$ cat src/scs_pkg.sv
/*
 Shared constants, types and decode functions for the speech configuration
 supervisor. Assumes a single 40 MHz clock domain and an AXI4-Lite master.
*/
package scs_pkg;
  // ==========================================================
  // Timing
  localparam int CLK_HZ = 40_000_000; // System clock rate
  localparam int TICK_MS = 1; // Supervision tick period in ms
  localparam int TICK_CYC = CLK_HZ / 1000 * TICK_MS; // Tick at 4.000 MHz setting
  localparam int TICK_CYC_4096 = TICK_CYC * 4096 / 4000; // Tick at 4.096 MHz setting
  localparam int OSC_SW_US = 500; // Resonator stop to RC switch time
  localparam int OSC_SW_CYC = CLK_HZ / 1_000_000 * OSC_SW_US;
  localparam int CMD_BUSY_NS = 1000; // Busy time after each command
  localparam logic [5:0] CMD_BUSY_CYC = 6'(CMD_BUSY_NS * (CLK_HZ / 1_000_000) / 1000);
  // Overflow periods in ms
  localparam logic [11:0] OVF_125_MS = 12'h07D;
  localparam logic [11:0] OVF_500_MS = 12'h1F4;
  localparam logic [11:0] OVF_2_S = 12'h7D0;
  localparam logic [11:0] OVF_4_S = 12'hFA0;
  // ==========================================================
  // Stored configuration layout
  localparam logic [7:0] PROT_BLOCK = 8'h69; // Blocks direct flash access
  localparam int CFG_CLK_BIT = 0; // 1 = RC oscillator
  localparam int CFG_FRQ_BIT = 1; // 1 = 4.096 MHz
  localparam int CFG_PHR_LSB = 2; // Two bits of phrase count
  localparam int CFG_RET_BIT = 4; // 1 = return to post power-up state
  localparam int CFG_OVF_LSB = 5; // Two bits of overflow period
  localparam logic [1:0] LD_PROT = 2'h0;
  localparam logic [1:0] LD_CFG = 2'h1;
  localparam logic [1:0] LD_INFO = 2'h2;
  localparam logic [12:0] PHR_4096 = 13'h1000;
  localparam logic [12:0] PHR_3072 = 13'h0C00;
  localparam logic [12:0] PHR_2048 = 13'h0800;
  localparam logic [12:0] PHR_1024 = 13'h0400;
  // ==========================================================
  // Register map (byte addresses)
  localparam logic [7:0] REG_CMD = 8'h00;
  localparam logic [7:0] REG_STAT = 8'h04;
  localparam logic [7:0] REG_CFG = 8'h08;
  localparam logic [7:0] REG_SAFE = 8'h0C;
  localparam logic [7:0] REG_ERR = 8'h10;
  localparam logic [7:0] REG_GRP = 8'h14;
  localparam logic [1:0] RESP_OKAY = 2'h0;
  localparam logic [1:0] RESP_DECERR = 2'h3;
  // Command opcodes in CMD[7:0], argument in CMD[15:8]
  localparam logic [7:0] OP_PUP = 8'h01;
  localparam logic [7:0] OP_POWER_DOWN_CMD = 8'h02;
  localparam logic [7:0] OP_ANALOG_MODE_CMD = 8'h03;
  localparam logic [7:0] OP_DIRECT_FLASH_ACCESS_CMD = 8'h04;
  localparam logic [7:0] OP_ERROR_READ_CMD = 8'h05;
  localparam logic [7:0] OP_KICK = 8'h06;
  // ==========================================================
  // Types
  typedef enum logic [3:0] {
    ST_LOAD = 4'h1, ST_PDOWN = 4'h2, ST_READY = 4'h4, ST_ACTIVE = 4'h8
  } scs_state_t;
  typedef struct packed {
    logic [7:0] prot; logic clk_rc; logic f4096; logic [1:0] phr;
    logic ovf_ret; logic [1:0] ovf_sel;
  } scs_cfg_t;
  typedef struct packed {
    logic fs_mix; logic rst_ovf; logic wdt_ovf; logic spk_short;
    logic osc_fail; logic flash_err;
  } scs_err_t;
  typedef struct packed {
    logic awvalid; logic [7:0] awaddr; logic wvalid; logic [31:0] wdata;
    logic [3:0] wstrb; logic bready; logic arvalid; logic [7:0] araddr;
    logic rready;
  } scs_axi_req_t;
  typedef struct packed {
    logic awready; logic wready; logic bvalid; logic [1:0] bresp;
    logic arready; logic rvalid; logic [31:0] rdata; logic [1:0] rresp;
  } scs_axi_rsp_t;
  // ==========================================================
  // Decoders
  function automatic logic [11:0] ovf_ms(input logic [1:0] sel);
    logic [11:0] r;
    unique case (sel)
      2'h0: r = OVF_125_MS;
      2'h1: r = OVF_500_MS;
      2'h2: r = OVF_2_S;
      default: r = OVF_4_S;
    endcase
    return r;
  endfunction
  function automatic logic [12:0] phr_count(input logic [1:0] sel);
    logic [12:0] r;
    unique case (sel)
      2'h0: r = PHR_4096;
      2'h1: r = PHR_3072;
      2'h2: r = PHR_2048;
      default: r = PHR_1024;
    endcase
    return r;
  endfunction
  function automatic logic reg_hit(input logic [7:0] a);
    return a inside {REG_CMD, REG_STAT, REG_CFG, REG_SAFE, REG_ERR, REG_GRP};
  endfunction
endpackage

$ cat src/scs_sync.sv
/*
 Three-stage input synchroniser for one asynchronous pin.
 The output moves only when the second and third stages agree.
*/
`timescale 1ns/1ps
module scs_sync import scs_pkg::*; (
  input wire logic clk,
  input wire logic nrst,
  input wire logic pin,
  output logic q
);
  // ==========================================================
  // State
  typedef struct packed {
    logic s1; logic s2; logic s3; logic o;
  } scs_sync_t;
  scs_sync_t s_r, s_nxt;

  // Shift, then accept the level once the last two stages agree
  always_comb begin
    s_nxt = s_r;
    s_nxt.s1 = pin;
    s_nxt.s2 = s_r.s1;
    s_nxt.s3 = s_r.s2;
    if (s_r.s2 == s_r.s3) begin
      s_nxt.o = s_r.s3;
    end
  end

  // Register the whole state
  always_ff @(posedge clk or negedge nrst) begin
    if (!nrst) begin
      s_r <= '0;
    end else begin
      s_r <= s_nxt;
    end
  end

  assign q = s_r.o;
endmodule // scs_sync

$ cat src/scs_ovf_timer.sv
/*
 Supervision overflow timer: a millisecond prescaler whose length follows the
 declared master clock, then a millisecond counter against the chosen period.
 Assumes run and clr come from logic on the same clock.
*/
`timescale 1ns/1ps
module scs_ovf_timer import scs_pkg::*; #(
  parameter int TICK_A = TICK_CYC,
  parameter int TICK_B = TICK_CYC_4096
) (
  input wire logic clk,
  input wire logic nrst,
  input wire logic run,
  input wire logic clr,
  input wire logic f4096,
  input wire logic [1:0] sel,
  output logic ovf
);
  // ==========================================================
  // State
  typedef struct packed {
    logic [15:0] pre; logic [11:0] ms; logic ovf;
  } scs_tmr_t;
  scs_tmr_t t_r, t_nxt;
  logic [15:0] tick_last; // Last prescaler count

  // Prescaler and period counter; overflow is a one-cycle pulse
  always_comb begin
    t_nxt = t_r;
    t_nxt.ovf = 1'b0;
    tick_last = f4096 ? 16'(TICK_B - 1) : 16'(TICK_A - 1);
    if (!run || clr) begin
      // Stopped or kicked: restart the whole period
      t_nxt.pre = '0;
      t_nxt.ms = '0;
    end else if (t_r.pre == tick_last) begin
      t_nxt.pre = '0;
      if (t_r.ms == ovf_ms(sel) - 12'h001) begin
        t_nxt.ms = '0;
        t_nxt.ovf = 1'b1;
      end else begin
        t_nxt.ms = t_r.ms + 12'h001;
      end
    end else begin
      t_nxt.pre = t_r.pre + 16'h0001;
    end
  end

  // Register the whole state
  always_ff @(posedge clk or negedge nrst) begin
    if (!nrst) begin
      t_r <= '0;
    end else begin
      t_r <= t_nxt;
    end
  end

  assign ovf = t_r.ovf;
endmodule // scs_ovf_timer

$ cat src/scs_top.sv
/*
 Speech configuration supervisor: loads the stored configuration from flash,
 gates host commands with busy, guards direct flash access and supervises the
 watchdog, resonator, speaker short and flash error events.
 Assumes an AXI4-Lite master on clk and a same-clock flash byte reader.
*/
// The implementer's own choices: the register offsets and the AXI4-Lite interface to the registers.
// Contract
// - Blocking code refuses every direct flash access
// - Otherwise grant only on matching unlock byte
// - Configuration selects RC or resonator clock; clk_use_rc is set only by the resonator-stop fallback
// - Declared frequency sets internal timing
// - Configuration fixes phrase count, four sizes
// - Class D output is half-wave only
// - Overflow holds or returns to post power-up
// - Overflow period is 125ms, 500ms, 2s, 4s
// - Class D use reports clamp or short
// - Channels outside selected rate group flagged
// - Error read waits out oscillator switchover
// - Both enables written: only reset counter set
// - Supervision enable resets to zero
`timescale 1ns/1ps
module scs_top import scs_pkg::*; #(
  parameter int TICK_CYC_4000 = TICK_CYC,
  parameter int TICK_CYC_4K096 = TICK_CYC_4096,
  parameter int OSC_SW_CYCLES = OSC_SW_CYC
) (
  input wire logic clk,
  input wire logic nrst,
  input wire scs_axi_req_t axi_i,
  output scs_axi_rsp_t axi_o,
  output logic flash_rd_req,
  output logic [1:0] flash_rd_addr,
  input wire logic flash_rd_ack,
  input wire logic [7:0] flash_rd_data,
  input wire logic flash_err_in,
  input wire logic osc_stop_pin,
  input wire logic speaker_short_pin,
  input wire logic flash_path_select_pin,
  input wire logic clamp_in,
  input wire logic [3:0] ch_active,
  input wire logic [7:0] ch_fs_group,
  output logic command_busy_low,
  output logic clk_use_rc,
  output logic [12:0] phrase_limit,
  output logic class_d_half_wave,
  output logic amp_class_d_en,
  output logic analog_up,
  output logic direct_flash_en
);
  // ==========================================================
  // State of the block
  typedef struct packed {
    scs_state_t st; logic [1:0] ld_idx; logic rd_req;
    scs_cfg_t cfg; logic [7:0] rom_info; logic [12:0] phr_lim;
    logic [5:0] busy_cnt; logic busy_n; logic rd_hold;
    logic sup_en; logic wdt_en; logic rst_en;
    logic [1:0] fs_sel; logic [3:0] fs_mis; scs_err_t err;
    logic dir_mode; logic dir_refused; logic cmd_rej;
    logic class_d; logic ana_up; logic half_wave;
    logic [15:0] osc_cnt; logic osc_pend; logic on_rc;
    logic aw_got; logic w_got; logic [7:0] awaddr; logic [31:0] wdata;
    logic [3:0] wstrb; scs_axi_rsp_t rsp;
  } scs_st_t;
  scs_st_t s_r, s_nxt;

  logic osc_stop_s; // Synchronised resonator stop
  logic spk_short_s; // Synchronised speaker short
  logic path_sel_s; // Synchronised flash path select
  logic ovf; // Supervision overflow pulse
  logic tmr_run; // Supervision counter running
  logic tmr_clr; // Supervision counter kick
  logic [3:0] mis; // Channels outside the selected group
  logic do_wr; // Register write completes this cycle
  logic cmd_ok; // Accepted host command
  logic [7:0] op; // Command opcode
  logic [7:0] arg; // Command argument
  scs_err_t err_set; // Hardware events this cycle
  scs_err_t err_clr; // Software clears this cycle

  // ==========================================================
  // Pin synchronisers
  logic [2:0] pins;
  logic [2:0] pins_s;
  assign pins = {flash_path_select_pin, speaker_short_pin, osc_stop_pin};
  genvar gi;
  generate
    for (gi = 0; gi < 3; gi++) begin : g_sync
      scs_sync u_sync (.clk(clk), .nrst(nrst), .pin(pins[gi]), .q(pins_s[gi]));
    end
  endgenerate
  assign osc_stop_s = pins_s[0];
  assign spk_short_s = pins_s[1];
  assign path_sel_s = pins_s[2];

  // Channels playing outside the selected rate group
  generate
    for (gi = 0; gi < 4; gi++) begin : g_fs
      assign mis[gi] = ch_active[gi] && (ch_fs_group[2*gi+:2] != s_r.fs_sel);
    end
  endgenerate

  // ==========================================================
  // Supervision timer; only one of the two counters is ever enabled
  assign tmr_run = s_r.sup_en && (s_r.wdt_en || s_r.rst_en)
                   && (s_r.st inside {ST_READY, ST_ACTIVE});
  assign tmr_clr = cmd_ok && (s_r.wdt_en || op == OP_KICK);
  scs_ovf_timer #(.TICK_A(TICK_CYC_4000), .TICK_B(TICK_CYC_4K096)) u_tmr (
    .clk(clk), .nrst(nrst), .run(tmr_run), .clr(tmr_clr),
    .f4096(s_r.cfg.f4096), .sel(s_r.cfg.ovf_sel), .ovf(ovf)
  );

  // ==========================================================
  // Next-state logic
  assign do_wr = s_r.aw_got && s_r.w_got && !s_r.rsp.bvalid;
  assign op = s_r.wdata[7:0];
  assign arg = s_r.wdata[15:8];
  // Commands written while busy is low are refused, not queued
  assign cmd_ok = do_wr && s_r.awaddr == REG_CMD && s_r.wstrb[1:0] == 2'h3
                  && s_r.busy_n;

  always_comb begin
    s_nxt = s_r;
    err_set = '0;
    err_clr = '0;
    // AXI write address and data are taken in either order
    if (axi_i.awvalid && s_r.rsp.awready) begin
      s_nxt.aw_got = 1'b1;
      s_nxt.awaddr = axi_i.awaddr;
    end
    if (axi_i.wvalid && s_r.rsp.wready) begin
      s_nxt.w_got = 1'b1;
      s_nxt.wdata = axi_i.wdata;
      s_nxt.wstrb = axi_i.wstrb;
    end
    if (s_r.rsp.bvalid && axi_i.bready) begin
      s_nxt.rsp.bvalid = 1'b0;
    end
    // Register write with its side effects
    if (do_wr) begin
      s_nxt.aw_got = 1'b0;
      s_nxt.w_got = 1'b0;
      s_nxt.rsp.bvalid = 1'b1;
      s_nxt.rsp.bresp = reg_hit(s_r.awaddr) ? RESP_OKAY : RESP_DECERR;
      if (s_r.wstrb[0]) begin
        if (s_r.awaddr == REG_SAFE) begin
          s_nxt.sup_en = s_r.wdata[0];
          s_nxt.wdt_en = s_r.wdata[1] && !s_r.wdata[2];
          s_nxt.rst_en = s_r.wdata[2];
        end
        if (s_r.awaddr == REG_ERR) begin
          err_clr = s_r.wdata[5:0];
        end
        if (s_r.awaddr == REG_GRP) begin
          s_nxt.fs_sel = s_r.wdata[1:0];
        end
      end
      if (s_r.awaddr == REG_CMD) begin
        s_nxt.cmd_rej = !cmd_ok;
      end
    end
    // Command execution
    if (cmd_ok) begin
      s_nxt.busy_cnt = CMD_BUSY_CYC;
      unique case (op)
        OP_PUP: begin
          if (s_r.st == ST_PDOWN) begin
            s_nxt.st = ST_READY;
          end
        end
        OP_POWER_DOWN_CMD: begin
          s_nxt.st = ST_PDOWN;
          s_nxt.class_d = 1'b0;
          s_nxt.ana_up = 1'b0;
        end
        OP_ANALOG_MODE_CMD: begin
          if (s_r.st != ST_PDOWN) begin
            s_nxt.class_d = arg[0];
            s_nxt.ana_up = arg[1];
            s_nxt.st = arg[1] ? ST_ACTIVE : ST_READY;
          end
        end
        OP_DIRECT_FLASH_ACCESS_CMD: begin
          // Only after power-up; the mode lasts until the next reset
          if (s_r.st != ST_PDOWN) begin
            if (s_r.cfg.prot != PROT_BLOCK && arg == s_r.cfg.prot) begin
              s_nxt.dir_mode = 1'b1;
            end else begin
              s_nxt.dir_refused = 1'b1;
            end
          end
        end
        OP_ERROR_READ_CMD: begin
          // Keep busy low until the clock switchover has settled
          s_nxt.rd_hold = s_r.osc_pend;
        end
        default: begin
          s_nxt.cmd_rej = (op != OP_KICK);
        end
      endcase
    end else if (s_r.busy_cnt != 6'h00) begin
      s_nxt.busy_cnt = s_r.busy_cnt - 6'h01;
    end
    // Configuration load from flash before any command
    if (s_r.st == ST_LOAD && flash_rd_ack) begin
      unique case (s_r.ld_idx)
        LD_PROT: s_nxt.cfg.prot = flash_rd_data;
        LD_CFG: begin
          s_nxt.cfg.clk_rc = flash_rd_data[CFG_CLK_BIT];
          s_nxt.cfg.f4096 = flash_rd_data[CFG_FRQ_BIT];
          s_nxt.cfg.phr = flash_rd_data[CFG_PHR_LSB+:2];
          s_nxt.phr_lim = phr_count(flash_rd_data[CFG_PHR_LSB+:2]);
          s_nxt.cfg.ovf_ret = flash_rd_data[CFG_RET_BIT];
          s_nxt.cfg.ovf_sel = flash_rd_data[CFG_OVF_LSB+:2];
        end
        default: s_nxt.rom_info = flash_rd_data;
      endcase
      if (s_r.ld_idx == LD_INFO) begin
        s_nxt.rd_req = 1'b0;
        s_nxt.st = ST_PDOWN;
      end else begin
        s_nxt.ld_idx = s_r.ld_idx + 2'h1;
      end
    end
    // Full-wave is never offered; the stored format bit is ignored
    s_nxt.half_wave = 1'b1;
    // Resonator stop: count the settle time, then fall back to RC
    if (!s_r.cfg.clk_rc && !s_r.on_rc && osc_stop_s && s_r.st != ST_LOAD) begin
      s_nxt.osc_pend = 1'b1;
      if (s_r.osc_cnt == 16'(OSC_SW_CYCLES - 1)) begin
        s_nxt.osc_cnt = '0;
        s_nxt.osc_pend = 1'b0;
        s_nxt.on_rc = 1'b1;
        err_set.osc_fail = 1'b1;
      end else begin
        s_nxt.osc_cnt = s_r.osc_cnt + 16'h0001;
      end
    end else begin
      s_nxt.osc_cnt = '0;
      s_nxt.osc_pend = 1'b0;
    end
    if (!s_nxt.osc_pend) begin
      s_nxt.rd_hold = 1'b0;
    end
    // With return on overflow selected, supervision overflow wins over a command in the same cycle
    if (ovf) begin
      err_set.wdt_ovf = s_r.wdt_en;
      err_set.rst_ovf = s_r.rst_en;
      if (s_r.cfg.ovf_ret) begin
        s_nxt.st = ST_READY;
        s_nxt.class_d = 1'b0;
        s_nxt.ana_up = 1'b0;
      end
    end
    // Short detection stays armed whenever class D is enabled and the analog path is up
    err_set.spk_short = s_r.class_d && s_r.ana_up && (spk_short_s || clamp_in);
    err_set.flash_err = flash_err_in;
    err_set.fs_mix = |mis;
    s_nxt.fs_mis = mis;
    // Set wins over a clear in the same cycle
    s_nxt.err = (s_r.err & ~err_clr) | err_set;
    // Busy is low while loading, counting or holding an error read
    s_nxt.busy_n = s_nxt.st != ST_LOAD && s_nxt.busy_cnt == 6'h00
                   && !s_nxt.rd_hold;
    s_nxt.rsp.awready = !s_nxt.aw_got && !s_nxt.rsp.bvalid;
    s_nxt.rsp.wready = !s_nxt.w_got && !s_nxt.rsp.bvalid;
    // Read channel: one answer per address, held until rready
    if (s_r.rsp.rvalid && axi_i.rready) begin
      s_nxt.rsp.rvalid = 1'b0;
    end
    if (axi_i.arvalid && s_r.rsp.arready) begin
      s_nxt.rsp.rvalid = 1'b1;
      s_nxt.rsp.rresp = reg_hit(axi_i.araddr) ? RESP_OKAY : RESP_DECERR;
      unique case (axi_i.araddr)
        REG_STAT: s_nxt.rsp.rdata = {18'h00000, path_sel_s, s_r.on_rc, s_r.osc_pend,
                                     s_r.cmd_rej, s_r.dir_refused, s_r.dir_mode,
                                     s_r.ana_up, s_r.class_d, s_r.busy_n, s_r.st, s_r.half_wave};
        REG_CFG: s_nxt.rsp.rdata = {s_r.rom_info, s_r.cfg.prot, 1'b0, s_r.cfg};
        REG_SAFE: s_nxt.rsp.rdata = {29'h00000000, s_r.rst_en, s_r.wdt_en, s_r.sup_en};
        REG_ERR: s_nxt.rsp.rdata = {26'h0000000, s_r.err};
        REG_GRP: s_nxt.rsp.rdata = {17'h00000, s_r.phr_lim[12:10], s_r.fs_mis, 4'h0,
                                    2'h0, s_r.fs_sel};
        default: s_nxt.rsp.rdata = 32'h00000000;
      endcase
    end
    s_nxt.rsp.arready = !s_nxt.rsp.rvalid;
  end

  // Register the whole state
  always_ff @(posedge clk or negedge nrst) begin
    if (!nrst) begin
      s_r <= '0;
      s_r.st <= ST_LOAD;
      s_r.rd_req <= 1'b1;
      s_r.phr_lim <= PHR_4096;
      s_r.rsp.awready <= 1'b1;
      s_r.rsp.wready <= 1'b1;
      s_r.rsp.arready <= 1'b1;
    end else begin
      s_r <= s_nxt;
    end
  end

  // ==========================================================
  // Outputs, all from flip-flops
  assign axi_o = s_r.rsp;
  assign flash_rd_req = s_r.rd_req;
  assign flash_rd_addr = s_r.ld_idx;
  assign command_busy_low = s_r.busy_n;
  assign clk_use_rc = s_r.on_rc;
  assign phrase_limit = s_r.phr_lim;
  assign class_d_half_wave = s_r.half_wave;
  assign amp_class_d_en = s_r.class_d;
  assign analog_up = s_r.ana_up;
  assign direct_flash_en = s_r.dir_mode;
endmodule // scs_top

$ cat config.mk
export PLATFORM = sky130hd
export DESIGN_NAME = scs_top
export DESIGN_NICKNAME = d
export VERILOG_FILES = /design/src/scs_pkg.sv /design/src/scs_sync.sv /design/src/scs_ovf_timer.sv /design/src/scs_top.sv
export SDC_FILE = /design/constraint.sdc
export NUM_CORES = 1
export LEC_CHECK = 0
export BUFFER_PORTS_ARGS = -buffer_cell sky130_fd_sc_hd__buf_2
export CORE_MARGIN = 5
export CORE_UTILIZATION = 61
export DETAILED_ROUTE_END_ITERATION = 12
export PLACE_DENSITY_LB_ADDON = 0.05
export SLEW_MARGIN = 20
export SYNTH_ARGS = -nofsm -noshare
export SYNTH_HDL_FRONTEND = slang
export SYNTH_SLANG_ARGS = --single-unit
$ cat constraint.sdc
create_clock -name clk -period 3.2 [get_ports clk]
set_input_delay 0 -clock clk [delete_from_list [all_inputs] [get_ports clk]]
set_output_delay 0 -clock clk [all_outputs]
set_load 0.01 [all_outputs]
== Word-level counts from Yosys, hierarchy flattened ==
Index checks and enable logic that the tools add are counted.

* Register bits: 200
* Bits of input ports: 85
* Output and inout port bits: 63
* Logic and storage cells: 243

* $add $sub $neg: 6
* Equality and inequality tests: 43
* Multiplexer cells: 58
* Bitwise logic cells: 6
* Reduce and logical (&&, ||, !) cells: 68

{| class="wikitable"
|+ Operator list
! kind !! number
|-
| 32-bit one-hot mux with 5 select lines || 1
|-
| 43-bit 2-to-1 mux || 1
|-
| 8-bit by 3-bit == test with 1-bit output, second input constant || 5
|-
| 13-bit one-hot mux with 3 select lines || 1
|-
| 12-bit 2-to-1 mux || 3
|-
| 12-bit one-hot mux with 3 select lines || 1
|-
| 35-bit 2-to-1 mux || 1
|-
| 16-bit by 1-bit adder with 16-bit output, second input constant || 2
|-
| 8-bit by 4-bit == test with 1-bit output, second input constant || 4
|-
| 8-bit by 5-bit == test with 1-bit output, second input constant || 4
|-
| 16-bit 2-to-1 mux || 2
|-
| 6-bit 2-to-1 mux || 5
|-
| 1-bit logical AND || 29
|-
| 28-bit 2-to-1 mux || 1
|-
| 4-bit 2-to-1 mux || 7
|-
| 13-bit 2-to-1 mux || 2
|-
| 2-bit 2-to-1 mux || 9
|-
| 6-bit nonzero test || 3
|-
| 17-bit 2-to-1 mux || 1
|-
| 16-bit by 15-bit == test with 1-bit output, second input constant || 1
|-
| 16-bit == test || 1
|-
| 8-bit by 2-bit == test with 1-bit output, second input constant || 2
|-
| 8-bit zero test || 2
|-
| 8-bit 2-to-1 mux || 2
|-
| other kinds (40) || 91
|}

== Depth between registers and ports, before layout ==
* Word-level depth: 13
* Gate-level depth with buffers: 9
* Depth with buffers taken out: 8

== By module ==
Synthesis repeated with hierarchy kept, for this count alone.

* Cell total of the unflattened synthesis: 853
* Area, all modules: 9192.6 sq um

{| class="wikitable"
|+ Modules (own cells, without submodules)
! module !! times used !! cells each !! area each (sq um) !! seq. area each (sq um)
|-
| scs_top || 1 || 664 || 7265.7 || 3661.0
|-
| scs_ovf_timer || 1 || 174 || 1592.8 || 725.7
|-
| scs_sync || 3 || 5 || 111.4 || 100.1
|}

== Least setup slack after synthesis ==
Ideal clock, no wire load.

* Path type: register to register
* Start point: reg s_r, in the netlist op[5]
* End point: reg u_tmr.t_r[11] (netlist name)
* Library setup time: 121 ps
* Arrival: 1875 ps
* Required time: 3079 ps
* Path slack: 1204 ps
* Cell stages (with the launch flop): 8
* Path buffers: 1
* Clock period less this slack: 1996 ps
* Cells stage by stage: dfrtp_1 > or4_4 > o41ai_2 > a211oi_2 > and2_4 > buf_6 > a22oi_1 > nand2_1

* Longest elaborated chain between the ends: 5
* Elaborated cells on any way between the ends: 6
* Classes of those cells: eq/ne (1); mux (1); reduce/logical (4)

{| class="wikitable"
|+ RTL lines
! item !! line !! RTL
|-
| start, declared || scs_top.sv:65 || <nowiki>scs_st_t s_r, s_nxt;</nowiki>
|-
| start signal, assigned || scs_top.sv:300 || <nowiki>s_r <= s_nxt;</nowiki>
|-
| 8-bit by 3-bit == test with 1-bit output * || scs_top.sv:107 || <nowiki>assign tmr_clr = cmd_ok && (s_r.wdt_en || op == OP_KICK);</nowiki>
|-
| 1-bit logical OR * || scs_top.sv:107 ||
|-
| 1-bit logical AND * || scs_top.sv:107 ||
|-
| 1-bit logical OR * || scs_ovf_timer.sv:32 || <nowiki>if (!run || clr) begin</nowiki>
|-
| 28-bit 2-to-1 mux / 2-bit nonzero test (equally long branches) || - ||
|-
| end signal, assigned || scs_ovf_timer.sv:54 || <nowiki>t_r <= t_nxt;</nowiki>
|-
| end, declared || scs_ovf_timer.sv:24 || <nowiki>scs_tmr_t t_r, t_nxt;</nowiki>
|}

Mark *: on every way between the ends. The rest lies on a longest branch, timed or not.
A chain may end at the register's enable or synchronous reset.

== Final worst setup path ==
* Start point: reg s_r[85] (netlist name)
* End point: reg u_tmr.t_r[5] (netlist name)

* Longest elaborated chain between the ends: 8
* Elaborated cells on any way between the ends: 9
* Classes of those cells: mux (1); reduce/logical (8)

{| class="wikitable"
|+ RTL lines
! item !! line !! RTL
|-
| 1-bit logical AND * (2 in a row) || scs_top.sv:115 || <nowiki>assign do_wr = s_r.aw_got && s_r.w_got && !s_r.rsp.bvalid;</nowiki>
|-
| 1-bit logical AND * (2 in a row) || scs_top.sv:119 || <nowiki>assign cmd_ok = do_wr && s_r.awaddr == REG_CMD && s_r.wstrb[1:0] == 2'h3</nowiki>
|-
| 1-bit logical AND * || scs_top.sv:120 || <nowiki>&& s_r.busy_n;</nowiki>
|-
| 1-bit logical AND * || scs_top.sv:107 ||
|-
| 1-bit logical OR * || scs_ovf_timer.sv:32 ||
|-
| 28-bit 2-to-1 mux / 2-bit nonzero test (equally long branches) || - ||
|}

Marks and branches as above.

==> summary.txt <==
Status -> finished, final reports clean
Number of diodes -> 0
Final WL -> 20100 µm
Leak pwr -> 5.00 nW
Fin worst setup slack -> 0.811 ns
Starting Density -> 0.621
Slew @ Worst Pin -> 0.958 ns
Flops & latches, synth -> 187
Ranking of synthesized cells by area -> dfrtp_1 (50%), mux2_2 (6.3%), buf_4 (4.9%)
Cts bufs inserted -> 17
Final Hold Vio Count -> 0
R2R Setup Slk -> 0.81 ns
ANT nets after route -> 0
Most frequent cells in the layout -> dfrtp_1 (181), buf_2 (117), nand2_1 (109)
Initial antenna violation count -> 0
Final Cycle Share -> 0.746
Syn avg cell area -> 10.3 µm²
CP Data Arrival Time -> 2.72 ns
CTS tree -> built
Setup repair bufs after CTS -> 0
Worst EP required -> 3.53 ns
Critical path type -> reg -> reg
Pwr per Cell Area -> 576 nW/µm²
CTS sink cnt -> 187
DR pass1 iterations -> 5
Crit path max fanout -> 11
# IOs -> 148
DRC Markers -> 0
Die Span X -> 131 µm
Final Power -> 6.04 mW
Distinct cells, synth -> 65
Final Setup Violations -> 0
Largest net degree at the start of global routing -> 96
Maximum root-to-sink buffer count -> 2
Rows -> 44
Layout fillers -> 1068
Iteration-0 DRC Markers -> 386
H-tree levels -> 4
GRT overflow -> 0
Final critical-path required period -> 2.39 ns
Synth top area share -> 0.504
Final #Nets -> 1089
Port Buf Inserts -> 118
CP max-delay cell -> a211oi_2
Post-DP HPWL -> 14100 µm
DR vias -> 6754
Worst skew pair latency -> 0.43 ns
Mapped Area -> 8990 µm²
HP Class -> in -> reg
CP max stage delay -> 0.73 ns
F_max -> 0.419 GHz
First-pass GRT wire length -> 33800 µm
Synth warnings -> 0
Clock Skews -> 0.0112 ns
Worst Setup End Kind -> flop
Core Util, Final -> 0.724
Slew Limit Headroom -> 0.360
Die area -> 17300 µm²
Synth Flop Type -> dfrtp_1
Vias in the first global route -> 6789
EDFF count, synth -> 0
WL/cell -> 16.9 µm
Synth Instances -> 870
Commonest non-fill, non-tap cell in the layout -> dfrtp_1
GP Congestion -> 0.860
Synth async-reset ratio -> 1.00
CP delay by family, top -> compound AO/OA/AOI/OAI gates
Worst Setup Start Kind -> flop
Place WS -> 0.820 ns
P&R area growth vs syn -> 16.6%
Max_cap viols -> 0
Maximum vdd drop -> 487 µV
Fin Setup TNS -> 0 ns
Share of cells above drive strength 1 -> 0.226
Crit-path cells -> and3b_1 -> and4b_1 -> a211oi_2 -> nand4_1 -> o31ai_1
Clk slew on worst S/H paths -> 0.07 ns
Slew Limit Fails -> 0
GRT Overall Usage -> 0.236
RSZ-0062 raised after global routing -> false
Area of the core -> 14500 µm²
Die Y -> 131 µm
Vias/cell -> 5.68
Post-synth top area cell -> dfrtp_1
Register area share after synthesis -> 0.521
CTS root buf -> clkbuf_16
CP Buf/Inv Count -> 0
cells in the mapped netlist, types with 4 or more instances:
cell type  count
inv_1         21
a21oi_1       15
nor2b_1       10
and3_1        17
a22oi_1       18
nor3_1        15
a22o_1         5
clkbuf_1      21
a21boi_0       6
a31oi_1        5
and2_1         5
nand2_1      110
mux2_2        50
ha_1          11
or3_1          4
nand3_1       41
o21ai_0       35
o31ai_1        5
dfstp_2        6
nand4_1       14
nor3b_1        5
nand2b_1       6
dfrtp_1      181
buf_4         59
a222oi_1       5
or4_1          5
xor2_1        27
nor4_1         5
nor2_1        75
xnor2_1       19
a21o_1         5
buf_2          6
or2_2          4
flip-flops by register name, indices dropped and copies added (netlist names):
name / cells
g_sync.u_sync.s_r: 3
g_sync.u_sync.q: 3
g_sync.u_sync.s_nxt: 6
amp_class_d_en: 1
op: 8
phrase_limit: 3
flash_rd_addr: 2
arg: 8
flash_rd_req: 1
class_d_half_wave: 1
u_tmr.ovf: 1
axi_o: 38
clk_use_rc: 1
u_tmr.t_r: 28
command_busy_low: 1
s_r: 80
analog_up: 1
direct_flash_en: 1
worst reg2reg max path, cell delays in order, from the launching register on:
cell,delay [ns]
dfrtp_1,0.37
and3b_1,0.29
and4b_1,0.27
a211oi_2,0.73
nand4_1,0.33
o31ai_1,0.31
layer usage:
metal	track usage	part of all wire
met5	0	0
met2	0.392	0.49
met4	0.0703	0.018
met1	0.315	0.44
met3	0.0497	0.056
power breakdown:
part | switching, mW | internal [mW] | leakage, nW
Sequential | 0.344 | 2.67 | 2.43
Combinational | 0.507 | 0.519 | 2.28
Clock | 0.865 | 1.13 | 0.280
Total | 1.72 | 4.32 | 5.00
cell families after synthesis:
group | after synthesis | synth area share
buffers and inverters | 110 | 0.0731
flip-flops | 187 | 0.521
multiplexers | 51 | 0.0637
adder cells (fa/ha/maj) | 14 | 0.0186
AND/OR/NAND/NOR | 335 | 0.182
other | 2 | 0.000835
AO/OA/AOI/OAI | 125 | 0.0952
XOR/XNOR | 46 | 0.0448
path summary, 6_finish.rpt:
| kind | from | end | cells past startpoint |
|---|---|---|---|
| min reg2reg | g_sync[1].u_sync.s_nxt[2] | g_sync[1].u_sync.s_nxt[1] | 0 |
| max | s_r[85] | u_tmr.t_r[5] | 5 |
| max in group asynchronous | nrst | axi_o[35] | 3 |
| min | ch_fs_group[1] | s_r[116] | 5 |
| max reg2reg | s_r[85] | u_tmr.t_r[5] | 5 |
| min in group asynchronous | nrst | axi_o[10] | 2 |
final cells by class:
type	count	area [µm²]	share of cell area
inverter	21	78.8	0.00752
timing repair buffer	183	1240	0.118
sequential	187	4690	0.447
clock buffer	22	474	0.0452
clock inverter	10	92.6	0.00883
tap	184	230	0.0220
multi-input combinational	583	3690	0.352
through the flow:
stage                     hold WS [ns]  area, µm²  instances
after floorplan                 -0.296       9030        880
after global placement           0.108       9360       1102
after detailed placement         0.116       9360       1102
after CTS                       0.0760      10500       1190
after global routing             0.118      10500       1190
final                           0.0823      10500       1190
what timing repair did:
| item | in CTS | in global routing |
|---|---|---|
| endpoints found under the setup margin | 0 | 0 |
| hold endpoints to repair | 155 | 0 |
| resized for setup | 0 | 0 |
| hold buffers | 56 | 0 |
No activity file was read; power rests on OpenSTA's default activity.
